[src/rss_regs.svh]
// Register offsets, field positions, reset values and timing counts of the reset supervisor.
`ifndef RSS_REGS_SVH
`define RSS_REGS_SVH

`define RSS_ADDR_W              8
`define RSS_DATA_W              32

`define RSS_OFF_CTRL            8'h00
`define RSS_OFF_TRIP            8'h04
`define RSS_OFF_STATUS          8'h08
`define RSS_OFF_WDT_CTRL        8'h0c
`define RSS_OFF_WDT_PERIOD      8'h10
`define RSS_OFF_BUZZ_PERIOD     8'h14
`define RSS_OFF_STATE           8'h18

`define RSS_CTRL_SW_RESET       0
`define RSS_CTRL_SW_BLOCK       1
`define RSS_CTRL_AREG_OFF       2
`define RSS_CTRL_A_UV_RST       3
`define RSS_CTRL_D_UV_RST       4
`define RSS_CTRL_A_UV_EN        5
`define RSS_CTRL_D_UV_EN        6
`define RSS_CTRL_A_OV_EN        7

`define RSS_ST_PRECISE          0
`define RSS_ST_EXTERNAL         1
`define RSS_ST_SOFTWARE         2
`define RSS_ST_WATCHDOG         3
`define RSS_ST_UV_RESET         4
`define RSS_ST_A_UV_IRQ         5
`define RSS_ST_D_UV_IRQ         6
`define RSS_ST_A_OV_IRQ         7

`define RSS_WDT_ENABLE          0
`define RSS_WDT_KICK            1

`define RSS_CTRL_RST            8'h00
`define RSS_TRIP_RST            8'h00
`define RSS_WDT_PERIOD_RST      32'h0001_0000
`define RSS_BUZZ_PERIOD_RST     16'h0400

`define RSS_CLK_PERIOD_NS       8
`define RSS_POR_MIN_NS          150
`define RSS_POR_MIN_CYC         ((`RSS_POR_MIN_NS + `RSS_CLK_PERIOD_NS - 1) / `RSS_CLK_PERIOD_NS)
`define RSS_BUZZ_ON_CYC         16

`endif

[src/rss_pkg.sv]
// Types shared by the reset supervisor modules.
package rss_pkg;

  typedef enum logic [2:0]
  {
    RSS_RUN     = 3'b001,
    RSS_HOLD    = 3'b010,
    RSS_STRETCH = 3'b100
  } rss_state_t;

endpackage

[src/rss_ctl_if.sv]
// Control and status signals between the supervisor core and its timers.
`timescale 1ns/100ps
`default_nettype none

interface rss_ctl_if;
  logic        clear;
  logic        wdt_en;
  logic        wdt_kick;
  logic [31:0] wdt_period;
  logic        wdt_timeout;
  logic        sleep;
  logic [15:0] buzz_period;
  logic        buzz_active;

  modport core (output clear, wdt_en, wdt_kick, wdt_period, sleep, buzz_period,
                input  wdt_timeout, buzz_active);
  modport wdt  (input  clear, wdt_en, wdt_kick, wdt_period, output wdt_timeout);
  modport buzz (input  clear, sleep, buzz_period, output buzz_active);
endinterface

`default_nettype wire

[src/rss_watchdog.sv]
// Watchdog counter that pulses a timeout when firmware stops restarting it.
`timescale 1ns/100ps
`default_nettype none

module rss_watchdog
  import rss_pkg::*;
(
  // Clock and reset
  input  wire logic clk_sys_i,
  input  wire logic resetn_i,
  // Core side
  rss_ctl_if.wdt    ctl
);

  logic [31:0] count;
  wire         expired = (count >= ctl.wdt_period - 32'h1);

  always_ff @(posedge clk_sys_i)
  begin
    if (!resetn_i || ctl.clear || !ctl.wdt_en || ctl.wdt_kick)
    begin
      count           <= 32'h0;
      ctl.wdt_timeout <= 1'b0;
    end
    else if (expired)
    begin
      count           <= 32'h0;
      ctl.wdt_timeout <= 1'b1;
    end
    else
    begin
      count           <= count + 32'h1;
      ctl.wdt_timeout <= 1'b0;
    end
  end

endmodule

`default_nettype wire

[src/rss_buzz_timer.sv]
// Sleep-time buzz timer that opens short periodic monitoring windows.
`timescale 1ns/100ps
`default_nettype none
`include "rss_regs.svh"

module rss_buzz_timer
  import rss_pkg::*;
#(
  parameter logic [15:0] ON_CYC = 16'(`RSS_BUZZ_ON_CYC)
)
(
  // Clock and reset
  input  wire logic clk_sys_i,
  input  wire logic resetn_i,
  // Core side
  rss_ctl_if.buzz   ctl
);

  logic [15:0] count;
  wire         window_end = ctl.buzz_active && (count >= ON_CYC - 16'h1);
  wire         period_end = !ctl.buzz_active && (count >= ctl.buzz_period - 16'h1);

  always_ff @(posedge clk_sys_i)
  begin
    if (!resetn_i || ctl.clear || !ctl.sleep)
    begin
      count           <= 16'h0;
      ctl.buzz_active <= 1'b0;
    end
    else if (window_end || period_end)
    begin
      count           <= 16'h0;
      ctl.buzz_active <= period_end;
    end
    else
      count <= count + 16'h1;
  end

endmodule

`default_nettype wire

[src/reset_source_supervisor.sv]
// Reset source supervisor: gathers all reset causes and supply monitor events.
//
// The address-and-strobe port and the address map are this design's own decisions.
`timescale 1ns/100ps
`default_nettype none
`include "rss_regs.svh"

// Summary of operation
// Supply out of range causes reset or interrupt.
// Reset held while external pin is low.
// System reset reinitialises processor and peripherals.
// Status register records causes, cleared at power-on.
// Power-on reset pulse at least 150 ns.
// After boot, precise monitor replaces initial monitor.
// Precise monitor trip equals power-on reset.
// Digital precise monitor undisableable; analog follows regulator.
// Precise monitor off in sleep, buzzed periodically.
// Overvoltage interrupt at fixed 5.75 V level.
// Undervoltage trip levels programmable, 250 mV steps.
// Undervoltage monitors may reset instead of interrupt.
// Interrupt monitors off until boot, buzzed in sleep.
// Buzzed interrupt recognised only after wakeup.
// Firmware keeps buzz period below outage time.
// External pin works in sleep; power-on response.
// External driver waits 10 us before reasserting.
// Software reset bit gives power-on response.
// Separate control bit blocks software reset.
// Watchdog resets when not restarted in time.
// Watchdog disabled after power-on, firmware enables.
// Watchdog enable sticks until power-on reset.
// One system reset, released on clock.
module reset_source_supervisor
  import rss_pkg::*;
#(
  parameter logic [31:0] WDT_PERIOD_RST  = `RSS_WDT_PERIOD_RST,
  parameter logic [15:0] BUZZ_PERIOD_RST = `RSS_BUZZ_PERIOD_RST,
  parameter logic [7:0]  POR_MIN_CYC     = 8'(`RSS_POR_MIN_CYC)
)
(
  // Clock and cold reset
  input  wire logic        clk_sys_i,
  input  wire logic        resetn_i,
  // Register port
  input  wire logic [7:0]  addr_i,
  input  wire logic [31:0] wdata_i,
  input  wire logic        wr_i,
  input  wire logic        rd_i,
  output logic      [31:0] rdata_o,
  // Supply comparators
  input  wire logic        initial_supply_reset_i,
  input  wire logic        precise_analog_trip_i,
  input  wire logic        precise_digital_trip_i,
  input  wire logic        analog_undervolt_i,
  input  wire logic        digital_undervolt_i,
  input  wire logic        analog_overvolt_i,
  // External reset pin and power mode
  input  wire logic        external_reset_pin_n_i,
  input  wire logic        sleep_i,
  input  wire logic        hibernate_i,
  // Reset and monitor control
  output logic             system_reset_n_o,
  output logic             initial_monitor_en_o,
  output logic             precise_analog_en_o,
  output logic             precise_digital_en_o,
  output logic             monitor_en_o,
  output logic             buzz_o,
  output logic      [3:0]  analog_trip_sel_o,
  output logic      [3:0]  digital_trip_sel_o,
  // Monitor interrupts and wakeup
  output logic             analog_undervolt_irq_o,
  output logic             digital_undervolt_irq_o,
  output logic             analog_overvolt_irq_o,
  output logic             wake_req_o
);

  ////////////////////////////////////////////////////////////////////////////////
  // Storage

  rss_ctl_if ctl ();

  rss_state_t  state;
  rss_state_t  next_state;
  logic [7:0]  stretch_cnt;
  logic [7:0]  next_stretch_cnt;
  logic        boot_done;
  logic [7:0]  ctrl;
  logic [7:0]  trip;
  logic [7:0]  status;
  logic [2:0]  pending;
  logic        wdt_en;
  logic        wdt_kick;
  logic [31:0] wdt_period;
  logic [15:0] buzz_period;

  ////////////////////////////////////////////////////////////////////////////////
  // Decode

  function automatic logic hit(input logic [7:0] a, input logic [7:0] off);
    hit = (a == off);
  endfunction

  wire wr_ctrl   = wr_i && hit(addr_i, `RSS_OFF_CTRL);
  wire wr_trip   = wr_i && hit(addr_i, `RSS_OFF_TRIP);
  wire wr_status = wr_i && hit(addr_i, `RSS_OFF_STATUS);
  wire wr_wdt    = wr_i && hit(addr_i, `RSS_OFF_WDT_CTRL);
  wire wr_wdtp   = wr_i && hit(addr_i, `RSS_OFF_WDT_PERIOD);
  wire wr_buzz   = wr_i && hit(addr_i, `RSS_OFF_BUZZ_PERIOD);

  // Power-on covers the cold reset and the initial monitor, which only
  // watches the supplies until the first boot has finished.
  wire initial_supply_reset_act  = !boot_done && initial_supply_reset_i;
  wire power_on  = !resetn_i || initial_supply_reset_act;
  wire sys_rst   = (state != RSS_RUN);

  ////////////////////////////////////////////////////////////////////////////////
  // Reset sources

  wire in_sleep  = sleep_i || hibernate_i;
  wire mon_live  = boot_done && !hibernate_i && (!sleep_i || ctl.buzz_active);

  wire next_pd_en = boot_done && !hibernate_i && (!sleep_i || ctl.buzz_active);
  wire next_pa_en = next_pd_en && !ctrl[`RSS_CTRL_AREG_OFF];

  wire precise_supply_reset_trip = (precise_digital_trip_i && precise_digital_en_o) ||
                   (precise_analog_trip_i && precise_analog_en_o);
  wire external_reset_pin_act  = !external_reset_pin_n_i;
  wire software_reset_request_req  = wr_ctrl && wdata_i[`RSS_CTRL_SW_RESET] &&
                   !ctrl[`RSS_CTRL_SW_BLOCK];
  wire watchdog_timeout_reset_req  = ctl.wdt_timeout;

  wire a_uv      = mon_live && ctrl[`RSS_CTRL_A_UV_EN] && analog_undervolt_i;
  wire d_uv      = mon_live && ctrl[`RSS_CTRL_D_UV_EN] && digital_undervolt_i;
  wire a_ov      = mon_live && ctrl[`RSS_CTRL_A_OV_EN] && analog_overvolt_i;
  wire uv_rst    = (a_uv && ctrl[`RSS_CTRL_A_UV_RST]) ||
                   (d_uv && ctrl[`RSS_CTRL_D_UV_RST]);
  wire [2:0] irq_evt = {a_ov,
                        d_uv && !ctrl[`RSS_CTRL_D_UV_RST],
                        a_uv && !ctrl[`RSS_CTRL_A_UV_RST]};

  // Level sources hold the reset; pulse sources start a full-width stretch.
  wire hold_src  = power_on || external_reset_pin_act;
  wire pulse_src = precise_supply_reset_trip || software_reset_request_req || watchdog_timeout_reset_req || uv_rst;

  ////////////////////////////////////////////////////////////////////////////////
  // Reset sequencer

  wire stretch_done = (stretch_cnt >= POR_MIN_CYC - 8'h1);

  always_comb
  begin
    next_state       = state;
    next_stretch_cnt = stretch_cnt;
    if (hold_src)
    begin
      next_state       = RSS_HOLD;
      next_stretch_cnt = 8'h0;
    end
    else
    begin
      case (state)
        RSS_RUN:
        begin
          if (pulse_src)
          begin
            next_state       = RSS_STRETCH;
            next_stretch_cnt = 8'h0;
          end
        end
        RSS_HOLD:
        begin
          next_state       = RSS_STRETCH;
          next_stretch_cnt = 8'h0;
        end
        RSS_STRETCH:
        begin
          if (pulse_src)
            next_stretch_cnt = 8'h0;
          else if (stretch_done)
            next_state = RSS_RUN;
          else
            next_stretch_cnt = stretch_cnt + 8'h1;
        end
        default:
        begin
          next_state       = RSS_HOLD;
          next_stretch_cnt = 8'h0;
        end
      endcase
    end
  end

  always_ff @(posedge clk_sys_i)
  begin
    if (!resetn_i)
    begin
      state       <= RSS_HOLD;
      stretch_cnt <= 8'h0;
    end
    else
    begin
      state       <= next_state;
      stretch_cnt <= next_stretch_cnt;
    end
  end

  // Boot is complete at the first release after a power-on reset.
  always_ff @(posedge clk_sys_i)
  begin
    if (power_on)
      boot_done <= 1'b0;
    else if (next_state == RSS_RUN)
      boot_done <= 1'b1;
  end

  ////////////////////////////////////////////////////////////////////////////////
  // Control registers, reinitialised by every system reset except the watchdog enable

  always_ff @(posedge clk_sys_i)
  begin
    if (!resetn_i || sys_rst)
    begin
      ctrl        <= `RSS_CTRL_RST;
      trip        <= `RSS_TRIP_RST;
      wdt_period  <= WDT_PERIOD_RST;
      buzz_period <= BUZZ_PERIOD_RST;
      wdt_kick    <= 1'b0;
    end
    else
    begin
      wdt_kick <= wr_wdt && wdata_i[`RSS_WDT_KICK];
      if (wr_ctrl)
        ctrl <= {wdata_i[7:1], 1'b0};
      if (wr_trip)
        trip <= wdata_i[7:0];
      if (wr_wdtp)
        wdt_period <= wdata_i;
      if (wr_buzz)
        buzz_period <= wdata_i[15:0];
    end
  end

  // The enable survives every reset except power-on and ignores clears.
  always_ff @(posedge clk_sys_i)
  begin
    if (power_on)
      wdt_en <= 1'b0;
    else if (wr_wdt && wdata_i[`RSS_WDT_ENABLE])
      wdt_en <= 1'b1;
  end

  ////////////////////////////////////////////////////////////////////////////////
  // Status and monitor interrupts

  // Events seen while buzzing in sleep wait for the wakeup to finish.
  wire [2:0] irq_set  = in_sleep ? 3'h0 : (irq_evt | pending);
  wire [2:0] irq_clr  = wr_status ? wdata_i[`RSS_ST_A_OV_IRQ:`RSS_ST_A_UV_IRQ] : 3'h0;
  wire [2:0] next_irq = irq_set | (status[7:5] & ~irq_clr);

  always_ff @(posedge clk_sys_i)
  begin
    if (power_on)
    begin
      status  <= 8'h00;
      pending <= 3'h0;
    end
    else
    begin
      pending <= in_sleep ? (pending | irq_evt) : 3'h0;
      status[`RSS_ST_PRECISE]  <= status[`RSS_ST_PRECISE] | precise_supply_reset_trip;
      status[`RSS_ST_EXTERNAL] <= status[`RSS_ST_EXTERNAL] | external_reset_pin_act;
      status[`RSS_ST_SOFTWARE] <= status[`RSS_ST_SOFTWARE] | software_reset_request_req;
      status[`RSS_ST_WATCHDOG] <= status[`RSS_ST_WATCHDOG] | watchdog_timeout_reset_req;
      status[`RSS_ST_UV_RESET] <= status[`RSS_ST_UV_RESET] | uv_rst;
      status[7:5]              <= next_irq;
    end
  end

  ////////////////////////////////////////////////////////////////////////////////
  // Timers

  assign ctl.clear       = sys_rst;
  assign ctl.wdt_en      = wdt_en;
  assign ctl.wdt_kick    = wdt_kick;
  assign ctl.wdt_period  = wdt_period;
  assign ctl.sleep       = sleep_i && !hibernate_i;
  assign ctl.buzz_period = buzz_period;

  rss_watchdog u_watchdog
  (
    .clk_sys_i (clk_sys_i),
    .resetn_i  (resetn_i),
    .ctl       (ctl)
  );

  rss_buzz_timer u_buzz_timer
  (
    .clk_sys_i (clk_sys_i),
    .resetn_i  (resetn_i),
    .ctl       (ctl)
  );

  ////////////////////////////////////////////////////////////////////////////////
  // Register read

  wire [31:0] read_mux =
    hit(addr_i, `RSS_OFF_CTRL)        ? {24'h0, ctrl} :
    hit(addr_i, `RSS_OFF_TRIP)        ? {24'h0, trip} :
    hit(addr_i, `RSS_OFF_STATUS)      ? {24'h0, status} :
    hit(addr_i, `RSS_OFF_WDT_CTRL)    ? {31'h0, wdt_en} :
    hit(addr_i, `RSS_OFF_WDT_PERIOD)  ? wdt_period :
    hit(addr_i, `RSS_OFF_BUZZ_PERIOD) ? {16'h0, buzz_period} :
    hit(addr_i, `RSS_OFF_STATE)       ? {26'h0, pending, ctl.buzz_active, in_sleep, boot_done} :
                                        32'h0;

  ////////////////////////////////////////////////////////////////////////////////
  // Output flops

  // Release leaves on a clock edge only, so peripherals see a clean deassertion;
  // assertion is one edge after the cause since every input is synchronous.
  always_ff @(posedge clk_sys_i)
  begin
    if (!resetn_i)
    begin
      system_reset_n_o        <= 1'b0;
      initial_monitor_en_o    <= 1'b1;
      precise_analog_en_o     <= 1'b0;
      precise_digital_en_o    <= 1'b0;
      monitor_en_o            <= 1'b0;
      buzz_o                  <= 1'b0;
      analog_trip_sel_o       <= 4'h0;
      digital_trip_sel_o      <= 4'h0;
      analog_undervolt_irq_o  <= 1'b0;
      digital_undervolt_irq_o <= 1'b0;
      analog_overvolt_irq_o   <= 1'b0;
      wake_req_o              <= 1'b0;
      rdata_o                 <= 32'h0;
    end
    else
    begin
      system_reset_n_o        <= (next_state == RSS_RUN);
      initial_monitor_en_o    <= !boot_done;
      precise_analog_en_o     <= next_pa_en;
      precise_digital_en_o    <= next_pd_en;
      monitor_en_o            <= mon_live;
      buzz_o                  <= ctl.buzz_active;
      analog_trip_sel_o       <= trip[3:0];
      digital_trip_sel_o      <= trip[7:4];
      analog_undervolt_irq_o  <= next_irq[0];
      digital_undervolt_irq_o <= next_irq[1];
      analog_overvolt_irq_o   <= next_irq[2];
      wake_req_o              <= in_sleep && |(pending | irq_evt);
      rdata_o                 <= rd_i ? read_mux : 32'h0;
    end
  end

endmodule

`default_nettype wire

[config.mk]
export PLATFORM = sky130hd
export DESIGN_NAME = reset_source_supervisor
export DESIGN_NICKNAME = d
export VERILOG_FILES = /design/src/rss_pkg.sv /design/src/rss_ctl_if.sv /design/src/rss_watchdog.sv /design/src/rss_buzz_timer.sv /design/src/reset_source_supervisor.sv
export VERILOG_INCLUDE_DIRS = /design/src
export SDC_FILE = /design/constraint.sdc
export NUM_CORES = 1
export LEC_CHECK = 0
export ABC_CLOCK_PERIOD_IN_PS = 5300
export BUFFER_PORTS_ARGS = -buffer_cell sky130_fd_sc_hd__buf_2
export CELL_PAD_IN_SITES_DETAIL_PLACEMENT = 1
export CELL_PAD_IN_SITES_GLOBAL_PLACEMENT = 1
export CORE_AREA = 2 2 142 144
export DETAILED_ROUTE_END_ITERATION = 8
export DIE_AREA = 0 0 144 146
export HOLD_SLACK_MARGIN = 0.12
export PLACE_DENSITY = 0.86
export SLEW_MARGIN = 20
export SYNTH_ARGS = -nofsm -noshare
export SYNTH_HDL_FRONTEND = slang
export SYNTH_SLANG_ARGS = --single-unit
[constraint.sdc]
create_clock -name clk_sys_i -period 5.3 [get_ports clk_sys_i]
set_input_delay 1.325 -clock clk_sys_i [delete_from_list [all_inputs] [get_ports clk_sys_i]]
set_output_delay 1.325 -clock clk_sys_i [all_outputs]
set_load 0.05 [all_outputs]
* Word level (Yosys, flattened, before mapping)
Cells that the tools add are included.
Operators by class: add/sub/neg operators 5, order comparisons 4, equal/unequal tests 13, mux-type cells 19, bitwise gates (word level) 13, reductions and logical operators 66
Operator list (count):
- $mux W8 | 7
- $add A32 B1 Y32 const B | 1
- $ge A32 B32 Y1 | 1
- $mux W32 | 1
- $sub A32 B1 Y32 const B | 1
- $logic_and A1 B1 Y1 | 30
- $eq A8 B5 Y1 const B | 3
- $mux W3 | 6
- $add A16 B1 Y16 const B | 1
- $eq A8 B4 Y1 const B | 2
- $ge A16 B16 Y1 | 1
- $ge A16 B4 Y1 const B | 1
- $mux W16 | 1
- $pmux W8 S2 | 1
- $sub A16 B1 Y16 const B | 1
- $logic_or A1 B1 Y1 | 14
- $logic_not A1 Y1 | 12
- $reduce_or A2 Y1 | 5
- $pmux W3 S3 | 1
- $add A8 B1 Y8 const B | 1
- $eq A8 B3 Y1 const B | 1
- $ge A8 B5 Y1 const B | 1
- $logic_not A8 Y1 | 1
- $eq A3 B1 Y1 const B | 2
- 15 further kinds | 24
Word-level totals: register bits 187, input port bits 53, word-level logic and storage cells 149

* Logic depth before layout (Yosys ltp)
word-level depth 12, gate-level depth with buffers 15, depth with buffers taken out 14

* Hierarchy
Synthesis repeated with hierarchy kept, for this count alone.
Second synthesis, totals: cell total of the unflattened synthesis 1065, area, all modules 9213.8 um^2
By module, submodules not included:
- reset_source_supervisor | times used 1, cells an instance 578, area an instance 5063.6 um^2
- rss_watchdog | times used 1, cells an instance 323, area an instance 2710.1 um^2
- rss_buzz_timer | times used 1, cells an instance 164, area an instance 1440.1 um^2

* Least setup slack after synthesis
OpenSTA, ideal clock, no wires.
kind register to register, from register wdt_period[9] (netlist: ctl.wdt_period[9]), to register u_watchdog.count[10], setup time 65 ps, arrival time 3247 ps, required time 5235 ps, path slack 1988 ps, cell stages (with the launch flop) 16, clock period less this slack 3312 ps, path through dfxtp_1 clkbuf_1 nor4_2 nand4b_1 nor2_1 nand3_1 nor3_1 xnor2_1 ha_1 a21o_1 a21o_1 a221o_1 a211oi_1 nand2_1 clkbuf_1 nor2_1
On the way: word-level cells in the longest chain between the ends 3
RTL lines:
- start: declaration | RTL line reset_source_supervisor.sv:92 | logic [31:0] wdt_period;
- start signal: assignment | RTL line reset_source_supervisor.sv:236 | wdt_period <= wdata_i;
- $sub A32 B1 Y32 | RTL line rss_watchdog.sv:16 | wire expired = (count >= ctl.wdt_period - 32'h1);
- $ge A32 B32 Y1 | RTL line rss_watchdog.sv:16
- $reduce_or A2 Y1 (no line)
- end signal: assignment | RTL line rss_watchdog.sv:32 | count <= count + 32'h1;
- end: declaration | RTL line rss_watchdog.sv:15 | logic [31:0] count;
Every way passes these cells. A chain may end at the register's enable or synchronous reset.

* Worst setup path after layout
from register wdt_period[2] (netlist: ctl.wdt_period[2]), to register u_watchdog.count[26]
The elaborated chain is that of the path after synthesis.

==> flow_summary.ini <==
[outcome]
status = completed

[setup_path]
reg2regPathDepth = 13
r2r_setup_slack_ns = 1.05
path_class = flop to flop
worstReg2RegEnd = u_watchdog.count[26]
crit_fanout = 31
timing.rr.start = ctl.wdt_period[2]
cp.required_ns = 5.66
cp-start-kind = flop
worstPathArrival_ns = 4.61
worstSetupEndpointType = flop

[place]
dp_hpwl_um = 19700
port_buffers = 102
gp_congestion = 0.851

[synthesis]
syn_area_um2 = 9150
synth_top_cell_by_area = dfxtp_1
yosysSeqAreaShare_pct = 40.9
ys_ff_latch = 187
syn_avg_cell_area_um2 = 8.35
async_flop_share_pct = 0
synthTopCellsByArea = dfxtp_1, ha_1, nand2_1, xnor2_1, a21oi_1
synth_edf_count = 0
synth_nets = 1203
yosysWarningCount = 0
netlist_instances = 1096
synth.top_cell.area_share_pct = 40.9
yosysUniqueCellTypes = 62
synth_flop_cell = dfxtp_1

[timing]
rsz0062_at_grt = no
clock.fmax_ghz = 0.236
tightest_slew_ns = 0.999
drv_slew = 0
relSlewSlack_pct = 33.4
period_needed_ns = 4.25
fin_skew_ns = 0.00956
hold_violations = 0
setup_violations = 0
layout_worst_path_cycle_share_pct = 80.1
tns_ns = 0

[global_routing]
grt_overflow = 0
antenna_found_initial = 1
grt_pass1_vias = 8512
grt_pass1_wl_um = 44200
grt_max_degree = 62
grt_use_total_pct = 26.4

[route]
avgViaCountPerCell = 5.63
postRouteAntennaNets = 0
drt_pass1_iterations = 5
wl_per_cell_um = 18.6
drtIter0Drc = 492
drcViolationCount = 0
vias = 8175
totalWireLength_um = 26900

[clock_network]
cts_resized = 0
cts.sinks = 187
htreeDepth = 4
cts_hold_buf = 0
root_buffer = clkbuf_16
clock_latency_ns = 0.44
cts_buffers = 17
clk_path_buf_depth = 2
cts_setup_buffers = 0
clkTransAtPathRegs_ns = 0.07
cts_tree = yes

[min_path]
hp-start = stretch_cnt[6]
hold_end = stretch_cnt[6]
hp-class = flop to flop
hold_path_depth = 2

[final_layout]
post-route-util_pct = 53.8
area_growth_pct = 13.8
diodes = 0
final_cell_mix = dfxtp_1, nand2_1, nor2_1
drive_above_1_share_pct = 13.5
nets = 1282
final_common_cell = dfxtp_1
n_fill_cell = 2390

[die]
num_rows = 51
design.core.area_um2 = 19300
fp.dieW_um = 144
die-height_um = 146
start_util_pct = 47.3
die_area_um2 = 21000
ios = 103

[flow_run]
cap_violations = 0

[power]
powerDensity_nw_per_um2 = 263
ir_drop_mv = 0.235
finalPower_mw = 2.74
power.leakage_nw = 4.02
==> sequential cells by signal, indices dropped and copies added, names as in the netlist, 4 cells and up <==
signal and flops:
status 8, rdata_o 32, analog_trip_sel_o 4, ctl.wdt_period 32, stretch_cnt 8, digital_trip_sel_o 4, u_buzz_timer.count 16, ctrl 7
u_watchdog.count 32, trip 8, buzz_period 16
==> per-stage QoR <==
| stage | worst slack, ns | hold WS [ns] | std cells | cell area, µm² |
|---|---|---|---|---|
| 2_1_floorplan | 1.99 | 0.387 | 1096 | 9150 |
| 3_3_place_gp | 1.20 | 0.414 | 1421 | 9830 |
| 3_5_place_dp | 0.920 | 0.421 | 1421 | 9830 |
| 4_1_cts | 0.826 | 0.432 | 1451 | 10400 |
| 5_1_grt | 0.735 | 0.441 | 1451 | 10400 |
| 6_report | 1.05 | 0.430 | 1451 | 10400 |
==> worst max-delay path by stage <==
stage / slack [ns] / to / cells past startpoint / start
floorplan: 1.99 / u_watchdog.count[10] / 15 / ctl.wdt_period[9]
global placement: 1.20 / u_watchdog.count[30] / 13 / ctl.wdt_period[2]
detailed placement: 0.92 / u_watchdog.count[26] / 13 / ctl.wdt_period[2]
CTS: 0.83 / u_watchdog.count[9] / 13 / ctl.wdt_period[2]
global route: 0.73 / u_watchdog.count[30] / 13 / ctl.wdt_period[2]
finish: 1.05 / u_watchdog.count[26] / 13 / ctl.wdt_period[2]
==> critical path, stage by stage, from the launching register on <==
cell and delay [ns]:
dfxtp_1 0.36, nor4_1 0.40, nand2_1 0.23, nor4_2 0.44, nand3b_1 0.17, nor4_1 0.33, xnor2_1 0.17, ha_1 0.28
a21oi_1 0.15, o21ai_0 0.12, a221o_1 0.40, a211oi_1 0.41, nand2_2 0.46, nor2_1 0.23
==> cells by family (layout without fill, tap and decap cells) <==
logic type                 count (synthesis)  after routing  synth area share (%)
adders and majority gates                 54             54                  7.39
and+or+nand+nor                          507            507                  27.4
AOI/OAI and AO/OA                        171            171                  11.5
buffers and inverters                     82            172                  3.58
DFF                                      187            187                  40.9
muxes                                      3              3                 0.342
xor gates and xnor gates                  92             92                  8.81
==> cell usage after synthesis (all sizes together), types with 8 or more instances <==
| master | instances |
|---|---|
| nor2 | 112 |
| nor3 | 33 |
| and3 | 11 |
| inv | 35 |
| nand2b | 11 |
| buf | 9 |
| nor4 | 16 |
| a22o | 9 |
| xnor2 | 61 |
| nand3 | 75 |
| or4 | 8 |
| a21oi | 92 |
| ha | 54 |
| a21o | 8 |
| o21ai | 24 |
| nor2b | 10 |
| xor2 | 31 |
| nand4 | 13 |
| nand2 | 152 |
| dfxtp | 187 |
| clkbuf | 38 |
| and2 | 34 |
==> area by class of cell <==
type / count / area, µm² / share of cell area [%]
Timing Repair Buffer: 107 / 548 / 5.27
Tap cell: 265 / 332 / 3.19
Clock inverter: 12 / 141 / 1.36
Inverter: 35 / 131 / 1.26
Multi-Input combinational cell: 827 / 5080 / 48.8
Clock buffer: 18 / 429 / 4.12
Sequential cell: 187 / 3740 / 36.0
==> power by group <==
part	leakage, nW	switching [mW]	internal (mW)
Clock	0.267	0.570	0.696
Combinational	2.25	0.0446	0.0228
Sequential	1.51	0.00169	1.41
==> per-layer routing <==
layer	GRT usage [%]	wire length (µm)
met5	0	13
met4	8.77	608
met3	4.28	1280
met2	44.5	13200
met1	34.3	11800
Note: power is estimated with default switching activity, not from simulation.
